<file path="src/design/i2s_port_pkg.sv">
// Shared constants for the stereo serial audio port.
// Functional notes
// [RULE1] Master drives bit clock and word select; slave takes both as inputs.
// [RULE2] Serial data output is always driven, whatever the role.
// [RULE3] Each channel sample is 16 bits, MSB in the first data bit of the slot.
// [RULE4] MSB of a new word appears one bit period after word select changes, on a fall.
// [RULE5] Left channel while word select is low, right channel while it is high.
// [RULE6] The peer captures each output bit on the next rising bit-clock edge.
// [RULE7] Master frames run at 48 kHz with 32 or 50 bit periods per frame.
// [RULE8] Master bit clock comes from the reference clock by an N/M fractional divider.
// [RULE9] Slave works with any external bit clock up to 3.072 MHz.
// [RULE10] Master bit clock high and low phases each last at least 0.35 of the period.
// [RULE11] Input data is captured on rising edges, assembled MSB first, handed on per slot.
// [RULE12] Slot bit periods after the sixteenth data bit carry zero.
package i2s_port_pkg;

  localparam int SYS_CLK_HZ       = 20000000;
  localparam int FRAME_RATE_HZ    = 48000;
  localparam int FRAME_BITS_SHORT = 32;
  localparam int FRAME_BITS_LONG  = 50;
  localparam int SLAVE_MAX_BCLK_HZ = 3072000;

  localparam int SAMPLE_BITS = 16;
  localparam int FIFO_WORDS  = 4;

  // The divider accumulator must hold the reference rate plus one step.
  localparam int ACC_W = 26;

  // Each accumulator overflow is one half bit period, so the step is twice the bit rate.
  localparam logic [ACC_W-1:0] DIV_M       = ACC_W'(SYS_CLK_HZ);
  localparam logic [ACC_W-1:0] DIV_N_SHORT = ACC_W'(2 * FRAME_RATE_HZ * FRAME_BITS_SHORT);
  localparam logic [ACC_W-1:0] DIV_N_LONG  = ACC_W'(2 * FRAME_RATE_HZ * FRAME_BITS_LONG);

  localparam int FRAME_CNT_W = 6;
  localparam logic [FRAME_CNT_W-1:0] FRAME_LAST_SHORT = FRAME_CNT_W'(FRAME_BITS_SHORT - 1);
  localparam logic [FRAME_CNT_W-1:0] FRAME_LAST_LONG  = FRAME_CNT_W'(FRAME_BITS_LONG - 1);
  localparam logic [FRAME_CNT_W-1:0] FRAME_HALF_SHORT = FRAME_CNT_W'(FRAME_BITS_SHORT / 2);
  localparam logic [FRAME_CNT_W-1:0] FRAME_HALF_LONG  = FRAME_CNT_W'(FRAME_BITS_LONG / 2);

  // Fewest reference cycles in half a slave bit period at the top slave rate.
  localparam int SLAVE_MIN_HALF_CYCLES = SYS_CLK_HZ / (2 * SLAVE_MAX_BCLK_HZ);

endpackage

</file>
<file path="src/design/sample_fifo.sv">
// Small synchronous FIFO with valid/ready handshakes on both sides.
`timescale 1ns/1ps
module sample_fifo
  import i2s_port_pkg::*;
#(
  parameter int WIDTH = 32,
  parameter int DEPTH = FIFO_WORDS
)
(
  input  wire logic             sys_clk,
  input  wire logic             rst_n,
  input  wire logic             in_valid,
  output logic                  in_ready,
  input  wire logic [WIDTH-1:0] in_data,
  output logic                  out_valid,
  input  wire logic             out_ready,
  output logic      [WIDTH-1:0] out_data
);

  localparam int PW = (DEPTH > 1) ? $clog2(DEPTH) : 1;
  localparam int CW = $clog2(DEPTH + 1);

  typedef struct packed {
    logic [DEPTH-1:0][WIDTH-1:0] mem;
    logic [PW-1:0]               wr_ptr;
    logic [PW-1:0]               rd_ptr;
    logic [CW-1:0]               count;
    logic                        in_rdy;
  } fifo_state_t;

  fifo_state_t s;
  fifo_state_t next_s;
  logic        push;
  logic        pop;

  always_comb
  begin
    next_s = s;
    push   = in_valid && s.in_rdy;
    pop    = out_ready && (s.count != '0);
    if (push)
    begin
      next_s.mem[s.wr_ptr] = in_data;
      next_s.wr_ptr        = (s.wr_ptr == PW'(DEPTH - 1)) ? '0 : s.wr_ptr + 1'b1;
    end
    if (pop)
    begin
      next_s.rd_ptr = (s.rd_ptr == PW'(DEPTH - 1)) ? '0 : s.rd_ptr + 1'b1;
    end
    if (push && !pop)
    begin
      next_s.count = s.count + 1'b1;
    end
    else if (pop && !push)
    begin
      next_s.count = s.count - 1'b1;
    end
    // Ready is registered from the next count, so the source sees a flop with no extra cycle of latency.
    next_s.in_rdy = (next_s.count != CW'(DEPTH));
  end

  always_ff @(posedge sys_clk or negedge rst_n)
  begin
    if (!rst_n)
    begin
      s <= '0;
    end
    else
    begin
      s <= next_s;
    end
  end

  assign in_ready  = s.in_rdy;
  assign out_valid = (s.count != '0);
  assign out_data  = s.mem[s.rd_ptr];

endmodule

</file>
<file path="src/design/i2s_stereo_port.sv">
// Stereo serial audio port with master and slave roles, transmit FIFO and receive path.
`timescale 1ns/1ps
module i2s_stereo_port
  import i2s_port_pkg::*;
#(
  parameter int SAMPLE_W   = SAMPLE_BITS,
  parameter int FIFO_DEPTH = FIFO_WORDS
)
(
  input  wire logic                sys_clk,
  input  wire logic                rst_n,
  input  wire logic                master_mode,
  input  wire logic                long_frame,
  input  wire logic                sck_in,
  output logic                     sck_out,
  output logic                     sck_oe,
  input  wire logic                ws_in,
  output logic                     ws_out,
  output logic                     ws_oe,
  output logic                     sdo,
  input  wire logic                sdi,
  input  wire logic                tx_valid,
  output logic                     tx_ready,
  input  wire logic [SAMPLE_W-1:0] tx_left,
  input  wire logic [SAMPLE_W-1:0] tx_right,
  output logic                     rx_valid,
  output logic      [SAMPLE_W-1:0] rx_data,
  output logic                     rx_right
);

  localparam int CNT_W = $clog2(SAMPLE_W + 1);
  localparam logic [CNT_W-1:0] CNT_FULL = CNT_W'(SAMPLE_W);

  typedef struct packed {
    logic [ACC_W-1:0]       acc;
    logic                   bclk;
    logic                   clk_prev;
    logic [FRAME_CNT_W-1:0] bit_cnt;
    logic                   ws_gen;
    logic                   ws_rise;
    logic                   ws_slot;
    logic [SAMPLE_W-1:0]    tx_shift;
    logic [CNT_W-1:0]       tx_cnt;
    logic [SAMPLE_W-1:0]    right_hold;
    logic                   sdo;
    logic [SAMPLE_W-1:0]    rx_shift;
    logic [CNT_W-1:0]       rx_cnt;
    logic                   rx_armed;
    logic                   rx_valid;
    logic [SAMPLE_W-1:0]    rx_data;
    logic                   rx_right;
    logic                   sck_oe;
    logic                   ws_oe;
  } port_state_t;

  port_state_t s;
  port_state_t next_s;

  logic                  fifo_out_valid;
  logic                  fifo_pop;
  logic [2*SAMPLE_W-1:0] fifo_out_data;

  sample_fifo #(
    .WIDTH (2 * SAMPLE_W),
    .DEPTH (FIFO_DEPTH)
  ) tx_fifo (
    .sys_clk   (sys_clk),
    .rst_n     (rst_n),
    .in_valid  (tx_valid),
    .in_ready  (tx_ready),
    .in_data   ({tx_left, tx_right}),
    .out_valid (fifo_out_valid),
    .out_ready (fifo_pop),
    .out_data  (fifo_out_data)
  );

  logic                   eff_clk;
  logic                   eff_ws;
  logic                   clk_rise;
  logic                   clk_fall;
  logic [ACC_W-1:0]       acc_sum;
  logic [ACC_W-1:0]       div_step;
  logic [FRAME_CNT_W-1:0] frame_last;
  logic [FRAME_CNT_W-1:0] frame_half;
  logic [FRAME_CNT_W-1:0] cnt_adv;
  logic [SAMPLE_W-1:0]    tx_word;
  logic [SAMPLE_W-1:0]    rx_word;
  logic [CNT_W-1:0]       rx_cnt_adv;

  always_comb
  begin
    next_s     = s;
    fifo_pop   = 1'b0;
    tx_word    = '0;
    rx_word    = s.rx_shift;
    rx_cnt_adv = s.rx_cnt;
    div_step   = long_frame ? DIV_N_LONG : DIV_N_SHORT;
    frame_last = long_frame ? FRAME_LAST_LONG : FRAME_LAST_SHORT;
    frame_half = long_frame ? FRAME_HALF_LONG : FRAME_HALF_SHORT;
    acc_sum    = s.acc + div_step;
    cnt_adv    = (s.bit_cnt >= frame_last) ? '0 : s.bit_cnt + 1'b1;

    // Role selects who owns the clock and word select pins.
    next_s.sck_oe = master_mode; // RULE1
    next_s.ws_oe  = master_mode; // RULE1

    // Fractional N/M divider: each wrap of the accumulator toggles the bit clock.
    // Half periods differ by at most one reference cycle, which keeps each phase
    // near half the period, well above the 0.35 floor.
    if (master_mode)
    begin
      if (acc_sum >= DIV_M) // RULE8
      begin
        next_s.acc  = acc_sum - DIV_M; // RULE8
        next_s.bclk = !s.bclk; // RULE10
        if (s.bclk)
        begin
          // Word select moves on the falling edge; the frame is 32 or 50 bits.
          next_s.bit_cnt = cnt_adv; // RULE7
          next_s.ws_gen  = (cnt_adv >= frame_half); // RULE5
        end
      end
      else
      begin
        next_s.acc = acc_sum;
      end
    end
    else
    begin
      next_s.acc     = '0;
      next_s.bclk    = 1'b0;
      next_s.bit_cnt = '0;
      next_s.ws_gen  = 1'b0;
    end

    // In slave mode the external clock is sampled by the reference clock, which
    // resolves edges only up to the slave rate limit.
    eff_clk         = master_mode ? s.bclk : sck_in; // RULE9
    eff_ws          = master_mode ? s.ws_gen : ws_in;
    clk_rise        = eff_clk && !s.clk_prev;
    clk_fall        = !eff_clk && s.clk_prev;
    next_s.clk_prev = eff_clk;
    next_s.rx_valid = 1'b0;

    if (clk_rise)
    begin
      next_s.ws_rise = eff_ws;
      // Capture the input bit on the rising edge, MSB first.
      if (s.rx_cnt < CNT_FULL)
      begin
        rx_word    = {s.rx_shift[SAMPLE_W-2:0], sdi}; // RULE11
        rx_cnt_adv = s.rx_cnt + 1'b1;
      end
      next_s.rx_shift = rx_word;
      next_s.rx_cnt   = rx_cnt_adv;
      if (eff_ws != s.ws_rise)
      begin
        // With 16-bit slots the bit taken at the word select change is still the old word's LSB.
        if (s.rx_armed && (rx_cnt_adv == CNT_FULL))
        begin
          next_s.rx_valid = 1'b1; // RULE11
          next_s.rx_data  = rx_word;
          next_s.rx_right = s.ws_rise; // RULE5
        end
        next_s.rx_cnt   = '0;
        next_s.rx_armed = 1'b1;
      end
    end

    if (clk_fall)
    begin
      if (s.ws_rise != s.ws_slot)
      begin
        // A change seen at the last rise means this fall carries the new MSB.
        next_s.ws_slot = s.ws_rise; // RULE4
        if (!s.ws_rise)
        begin
          // A pair leaves the FIFO at each left slot; empty means silence.
          fifo_pop = fifo_out_valid;
          if (fifo_out_valid)
          begin
            tx_word           = fifo_out_data[2*SAMPLE_W-1:SAMPLE_W]; // RULE5
            next_s.right_hold = fifo_out_data[SAMPLE_W-1:0];
          end
          else
          begin
            next_s.right_hold = '0;
          end
        end
        else
        begin
          tx_word = s.right_hold; // RULE5
        end
        next_s.sdo      = tx_word[SAMPLE_W-1]; // RULE3
        next_s.tx_shift = {tx_word[SAMPLE_W-2:0], 1'b0};
        next_s.tx_cnt   = CNT_W'(1);
      end
      else if (s.tx_cnt < CNT_FULL)
      begin
        next_s.sdo      = s.tx_shift[SAMPLE_W-1]; // RULE6
        next_s.tx_shift = {s.tx_shift[SAMPLE_W-2:0], 1'b0};
        next_s.tx_cnt   = s.tx_cnt + 1'b1;
      end
      else
      begin
        next_s.sdo = 1'b0; // RULE12
      end
    end
  end

  always_ff @(posedge sys_clk or negedge rst_n)
  begin
    if (!rst_n)
    begin
      s <= '0;
    end
    else
    begin
      s <= next_s;
    end
  end

  assign sck_out  = s.bclk;
  assign sck_oe   = s.sck_oe;
  assign ws_out   = s.ws_gen;
  assign ws_oe    = s.ws_oe;
  // The data line has no enable of its own: it is driven in both roles.
  assign sdo      = s.sdo; // RULE2
  assign rx_valid = s.rx_valid;
  assign rx_data  = s.rx_data;
  assign rx_right = s.rx_right;

endmodule

</file>
<file path="config.mk">
export PLATFORM = sky130hd
export DESIGN_NAME = i2s_stereo_port
export DESIGN_NICKNAME = d
export VERILOG_FILES = /design/src/design/i2s_port_pkg.sv /design/src/design/sample_fifo.sv /design/src/design/i2s_stereo_port.sv
export SDC_FILE = /design/constraint.sdc
export NUM_CORES = 1
export LEC_CHECK = 0
export ABC_AREA = 1
export BUFFER_PORTS_ARGS = -buffer_cell sky130_fd_sc_hd__buf_2
export CORE_MARGIN = 2
export CORE_UTILIZATION = 50
export CTS_CLUSTER_SIZE = 8
export DETAILED_ROUTE_END_ITERATION = 6
export PLACE_DENSITY = 0.75
export SYNTH_ARGS = -nofsm -noshare
export SYNTH_HDL_FRONTEND = slang
export SYNTH_SLANG_ARGS = --single-unit
</file>
<file path="constraint.sdc">
create_clock -name sys_clk -period 3.1 [get_ports sys_clk]
set_clock_uncertainty 0.2 [all_clocks]
set_input_delay 0.775 -clock sys_clk [delete_from_list [all_inputs] [get_ports sys_clk]]
set_output_delay 0.775 -clock sys_clk [all_outputs]
set_load 0.005 [all_outputs]
</file>
After elaboration in Yosys (flattened, before gate mapping)
Index checks and enable logic that the tools add are counted.
Storage, ports and cells
  flip-flop bits (word level): 252
  output and inout port bits: 24
  word-level logic and storage cells: 110
  input bits: 40
Operators by class
  reduce and logical (&&, ||, !) cells: 21
  mux-type cells: 37
  order comparisons: 8
  bitwise operators: 1
  eq/ne operators: 8
  add/sub/neg operators: 9
Operator list (number)
  $bwmux W128: 1
  $bmux W32 S2: 1
  $demux W32 S2: 1
  $mux W16: 4
  $mux W32: 2
  $mux W21: 2
  $mux W18: 2
  $mux W27: 1
  $add A26 B23 Y26: 1
  $ge A26 B25 Y1 const B: 1
  $mux W26: 1
  $sub A26 B25 Y26 const B: 1
  $mux W24: 1
  $mux W23: 1
  $mux W7: 3
  $mux W6: 2
  $add A5 B1 Y5 const B: 2
  $lt A5 B5 Y1 const B: 2
  $mux W5: 2
  $logic_and A1 B1 Y1: 8
  $mux W1: 8
  $reduce_and A2 Y1: 4
  $add A6 B1 Y6 const B: 1
  $ge A6 B5 Y1: 1
  other kinds (19): 31

Logic depth before layout (Yosys ltp)
  depth in word-level cells: 9
  gate-level depth with buffers: 21
  depth with buffers taken out: 20

Cells and area by module
A second synthesis with hierarchy kept.
Second synthesis, totals
  cell total of the unflattened synthesis: 1595
  area, all modules: 12881.1 um2
Modules (own cells, without submodules)
  i2s_stereo_port: sequential area each 2677.6 um2, cells an instance 910, instances 1, area each 6560.0 um2
  sample_fifo: sequential area each 3403.3 um2, cells an instance 685, instances 1, area each 6321.1 um2

Worst setup path after synthesis
Ideal clock, no wire load.
  path kind: input to register
  from: input long_frame
  to: register s[105] (netlist name)
  slack: 0.012 ns
  setup time: 0.132 ns
  path buffers: 1
  data arrival time: 2.756 ns
  stages on the path: 19
  data required time: 2.768 ns
  cell sequence: ha_1 -> fa_1 -> inv_1 -> nand2_1 -> nand2_1 -> nor2_1 -> nand2_1 -> nand2_1 -> nand2_1 -> nand3_1 -> nand2_1 -> nand2_2 -> nand2_2 -> nand3_2 -> nand2_4 -> buf_2 -> nand3_1 -> nand2_1 -> nor2_1
RTL lines
  start, declared: RTL line i2s_stereo_port.sv:13  | input wire logic long_frame,
  end signal, assigned: RTL line i2s_stereo_port.sv:219  | s <= next_s;
  end, declared: RTL line i2s_stereo_port.sv:56  | port_state_t s;

Worst setup path after layout
  from: input long_frame
  to: register s[84] (netlist name)
On the way
  longest elaborated chain between the ends: 6
  elaborated cells between the ends (all ways): 11
  those cells by class: add/sub: 1; order compare: 2; eq/ne: 1; mux: 6; reduce/logical: 1
RTL lines
  parallel branches: the longest is 6 deep, another holds $add A26 B23 Y26
Several ways; the timed one is not identified. The select of a mux whose other input is x is not followed.
A chain may end at the register's enable or synchronous reset.

==> results.json <==
{
  "min_period_ps": 2883,
  "dr_total_vias": 10500,
  "fill_cells": 2137,
  "yosysTopAreaCell": "dfrtp_1",
  "grt.overflow.total": 0,
  "path_class": "in2reg",
  "holdWs_ps": 41.82,
  "yosys_register_bits": 243,
  "synthAdderAreaFrac_pct": 3.225,
  "vdd_drop_max_mv": 0.5760,
  "post-route-period-util_pct": 93.01,
  "critical_path.endpoint_type": "register",
  "cpMostUsedCell": "nand2_1",
  "clk_latency_ps": 520,
  "yosys.area.top_type_share_pct": 49.61,
  "cts_tree": "built",
  "syn_inst": 1533,
  "rsz0062_at_grt": "false",
  "pwr_density_cell_mw_per_mm2": 1082,
  "worstPathMaxFanout": 7,
  "start_util_pct": 50.70,
  "cts_max_level": 2,
  "ctsLongestPathBuffers": 3,
  "seq_area_mm2": 0.006082,
  "switching_share_pct": 40.23,
  "ys_top_cells_by_count": "nand2_1 (437), o21ai_0 (273), dfrtp_1 (243), inv_1 (126), nor2_1 (120)",
  "syn_area_per_cell_um2": 7.996,
  "area_growth_pct": 16.49,
  "setup_violations": 0,
  "die_area_mm2": 0.02578,
  "fin_ws_ps": 216.6,
  "status": "finished, final reports clean",
  "synth_flop_cell": "dfrtp_1",
  "hold_class": "in2async",
  "synth-xor-area-share_pct": 1.490,
  "finalPower_mw": 15.45,
  "synth_edf_count": 0,
  "synthArstFlopShare_pct": 100.0,
  "seqPwrFrac_pct": 34.3,
  "postRouteAntennaNets": 0,
  "power.clock.fraction_pct": 22.2,
  "place_congestion": 0.8949,
  "yosysMostFrequentCell": "nand2_1",
  "diodes": 0,
  "maxSlewViolCount": 0,
  "synth_cell_types": 41,
  "drt-total-wl_um": 28790,
  "drt_iter0_markers": 821,
  "max_stage_delay_ps": 400,
  "grt_max_degree": 78,
  "p_switching_mw": 6.216,
  "tightest_slew_ps": 721.6,
  "coreArea_mm2": 0.02418,
  "crit_chain": "buf_2 > inv_1 > ha_1 > nand2_1 > nor2_1 > nand3_1 > nand3_1 > nand2_1 > nand2_1 > nor2_4 > nand2_1 > nand3_2 > nand2_4 > nand3_2 > nand2_2 > nand2_1 > nand2_1",
  "grt_pass1_wl_um": 48630,
  "maxCapViolations": 0,
  "wl_per_cell_um": 14.75,
  "pwr-share-comb_pct": 43.5,
  "io_pins": 64,
  "syn-num-nets": 1604,
  "die_width_um": 160.6,
  "worstPathRequired_ps": 3340,
  "viasPerCell": 5.378,
  "synth_compound_area_share_pct": 15.98,
  "p_int_mw": 9.237,
  "yosys-top-cells-area": "dfrtp_1 (50%), nand2_1 (13%), o21ai_0 (11%)",
  "cts_made_buffers": 36,
  "multi_input_area_mm2": 0.005285,
  "grt_pass1_vias": 10200,
  "route.detailed.drc": 0,
  "die_y_um": 160.6,
  "dpl_worst_slack_ps": -337.9,
  "start_kind": "primary input",
  "path_clk_slew_ps": 50,
  "clock-root-buffer": "clkbuf_16",
  "grt.total_usage_pct": 22.79,
  "clkSinkCount": 243,
  "ys_seq_area_share_pct": 49.61,
  "relSlewSlack_pct": 51.84,
  "synthMuxAreaShare_pct": 0,
  "synth_simple_gate_area_share_pct": 22.16,
  "synth_top_family_by_area": "simple AND/OR/NAND/NOR gates",
  "crit_arrival_ps": 3120,
  "hold_violations": 0,
  "drive_above_1_share_pct": 14.00,
  "max_freq_ghz": 0.3468,
  "numPortBuffers": 63,
  "syn-cell-area_mm2": 0.01226,
  "rows": 57,
  "num-nets-final": 1696,
  "yosysWarningCount": 0,
  "power_leakage_nw": 7.255,
  "crit_family": "simple AND/OR/NAND/NOR gates",
  "hpwl_um": 19170,
  "drt-pass1-iter-count": 5,
  "cp_num_buf_inv": 2,
  "slowest_stage": "ha_1",
  "antenna_found_initial": 0
}
[registers in the layout (all words and copies together) (netlist names)]
name	count
rx_data	16
rx_right	1
rx_valid	1
s	85
sck_out	1
sdo	1
tx_fifo.in_ready	1
tx_fifo.s	135
ws_oe	1
ws_out	1
[power groups by stage]
stage                     sequential (mW)  combinational [mW]  clock (mW)
after floorplan                      5.07                4.66           0
after global placement               5.26                6.44           0
after detailed placement             5.30                6.64           0
after CTS                            5.28                6.70        3.51
after global routing                 5.44                7.65        3.64
final                                5.30                6.72        3.43
[routing by layer]
metal	part of all wire (%)	up-vias	track usage, %
met5	0	-	0.5682
met4	3.1	0	8.804
met3	5.6	73	3.409
met2	48	343	38.19
met1	44	4923	30.01
li1	-	5159	-
[cell usage in the layout, fill, tap and decap left out, drive strengths merged, types with 5 or more instances in the layout]
| master | count |
|---|---|
| nand4 | 11 |
| ha | 30 |
| xor2 | 18 |
| o22ai | 32 |
| dfrtp | 243 |
| nor3 | 5 |
| clkbuf | 37 |
| o21ai | 275 |
| nand2 | 450 |
| inv | 134 |
| buf | 142 |
| a21oi | 15 |
| a221oi | 14 |
| nor2 | 130 |
| nand3 | 54 |
| a22o | 15 |
[worst paths after layout]
check,cells after the start,to,start,slack [ps]
worst min register to register,2,s[20]$_DFFE_PN0P_,s[20]$_DFFE_PN0P_,260
worst min-delay path,1,s[105]$_DFF_PN0_,rst_n,40
worst max register to register,18,s[84]$_DFFE_PN0P_,s[100]$_DFF_PN0_,270
max in group asynchronous,2,tx_fifo.s[78]$_DFFE_PN0P_,rst_n,1820
min in group sys_clk,2,s[20]$_DFFE_PN0P_,s[20]$_DFFE_PN0P_,260
worst max-delay path,17,s[84]$_DFFE_PN0P_,long_frame,220
[kinds of logic after synthesis]
family,Yosys count
AO/OA/AOI/OAI,357
AND/OR/NAND/NOR,660
buffers and inverters,222
adder cells (fa/ha/maj),31
XOR/XNOR,20
flip-flops,243
[area by class of cell]
cell class	count	share of cell area (%)
flip-flops and latches	243	42.59
multi-input cells	1068	37.01
repair buffers	142	7.185
clock buffers	37	6.335
inverters	134	3.522
well taps	324	2.839
clock inverters	4	0.5170
[metrics by stage]
step                      utilization, %  cells  instance area [um2]  setup TNS, ps
after detailed placement           54.91   1911                13280          -7739
after global routing               59.06   1952                14280              0
after floorplan                        -   1533                12260              0
final                              59.06   1952                14280              0
after global placement             54.91   1911                13280          -5816
after CTS                          58.96   1952                14250              0
[repair_timing]
item	4_1_cts	5_1_grt
resized for setup	0	7
hold buffers	0	0
setup endpoints to repair	0	22
buffers inserted	0	0
(Power assumes the default switching activity.)
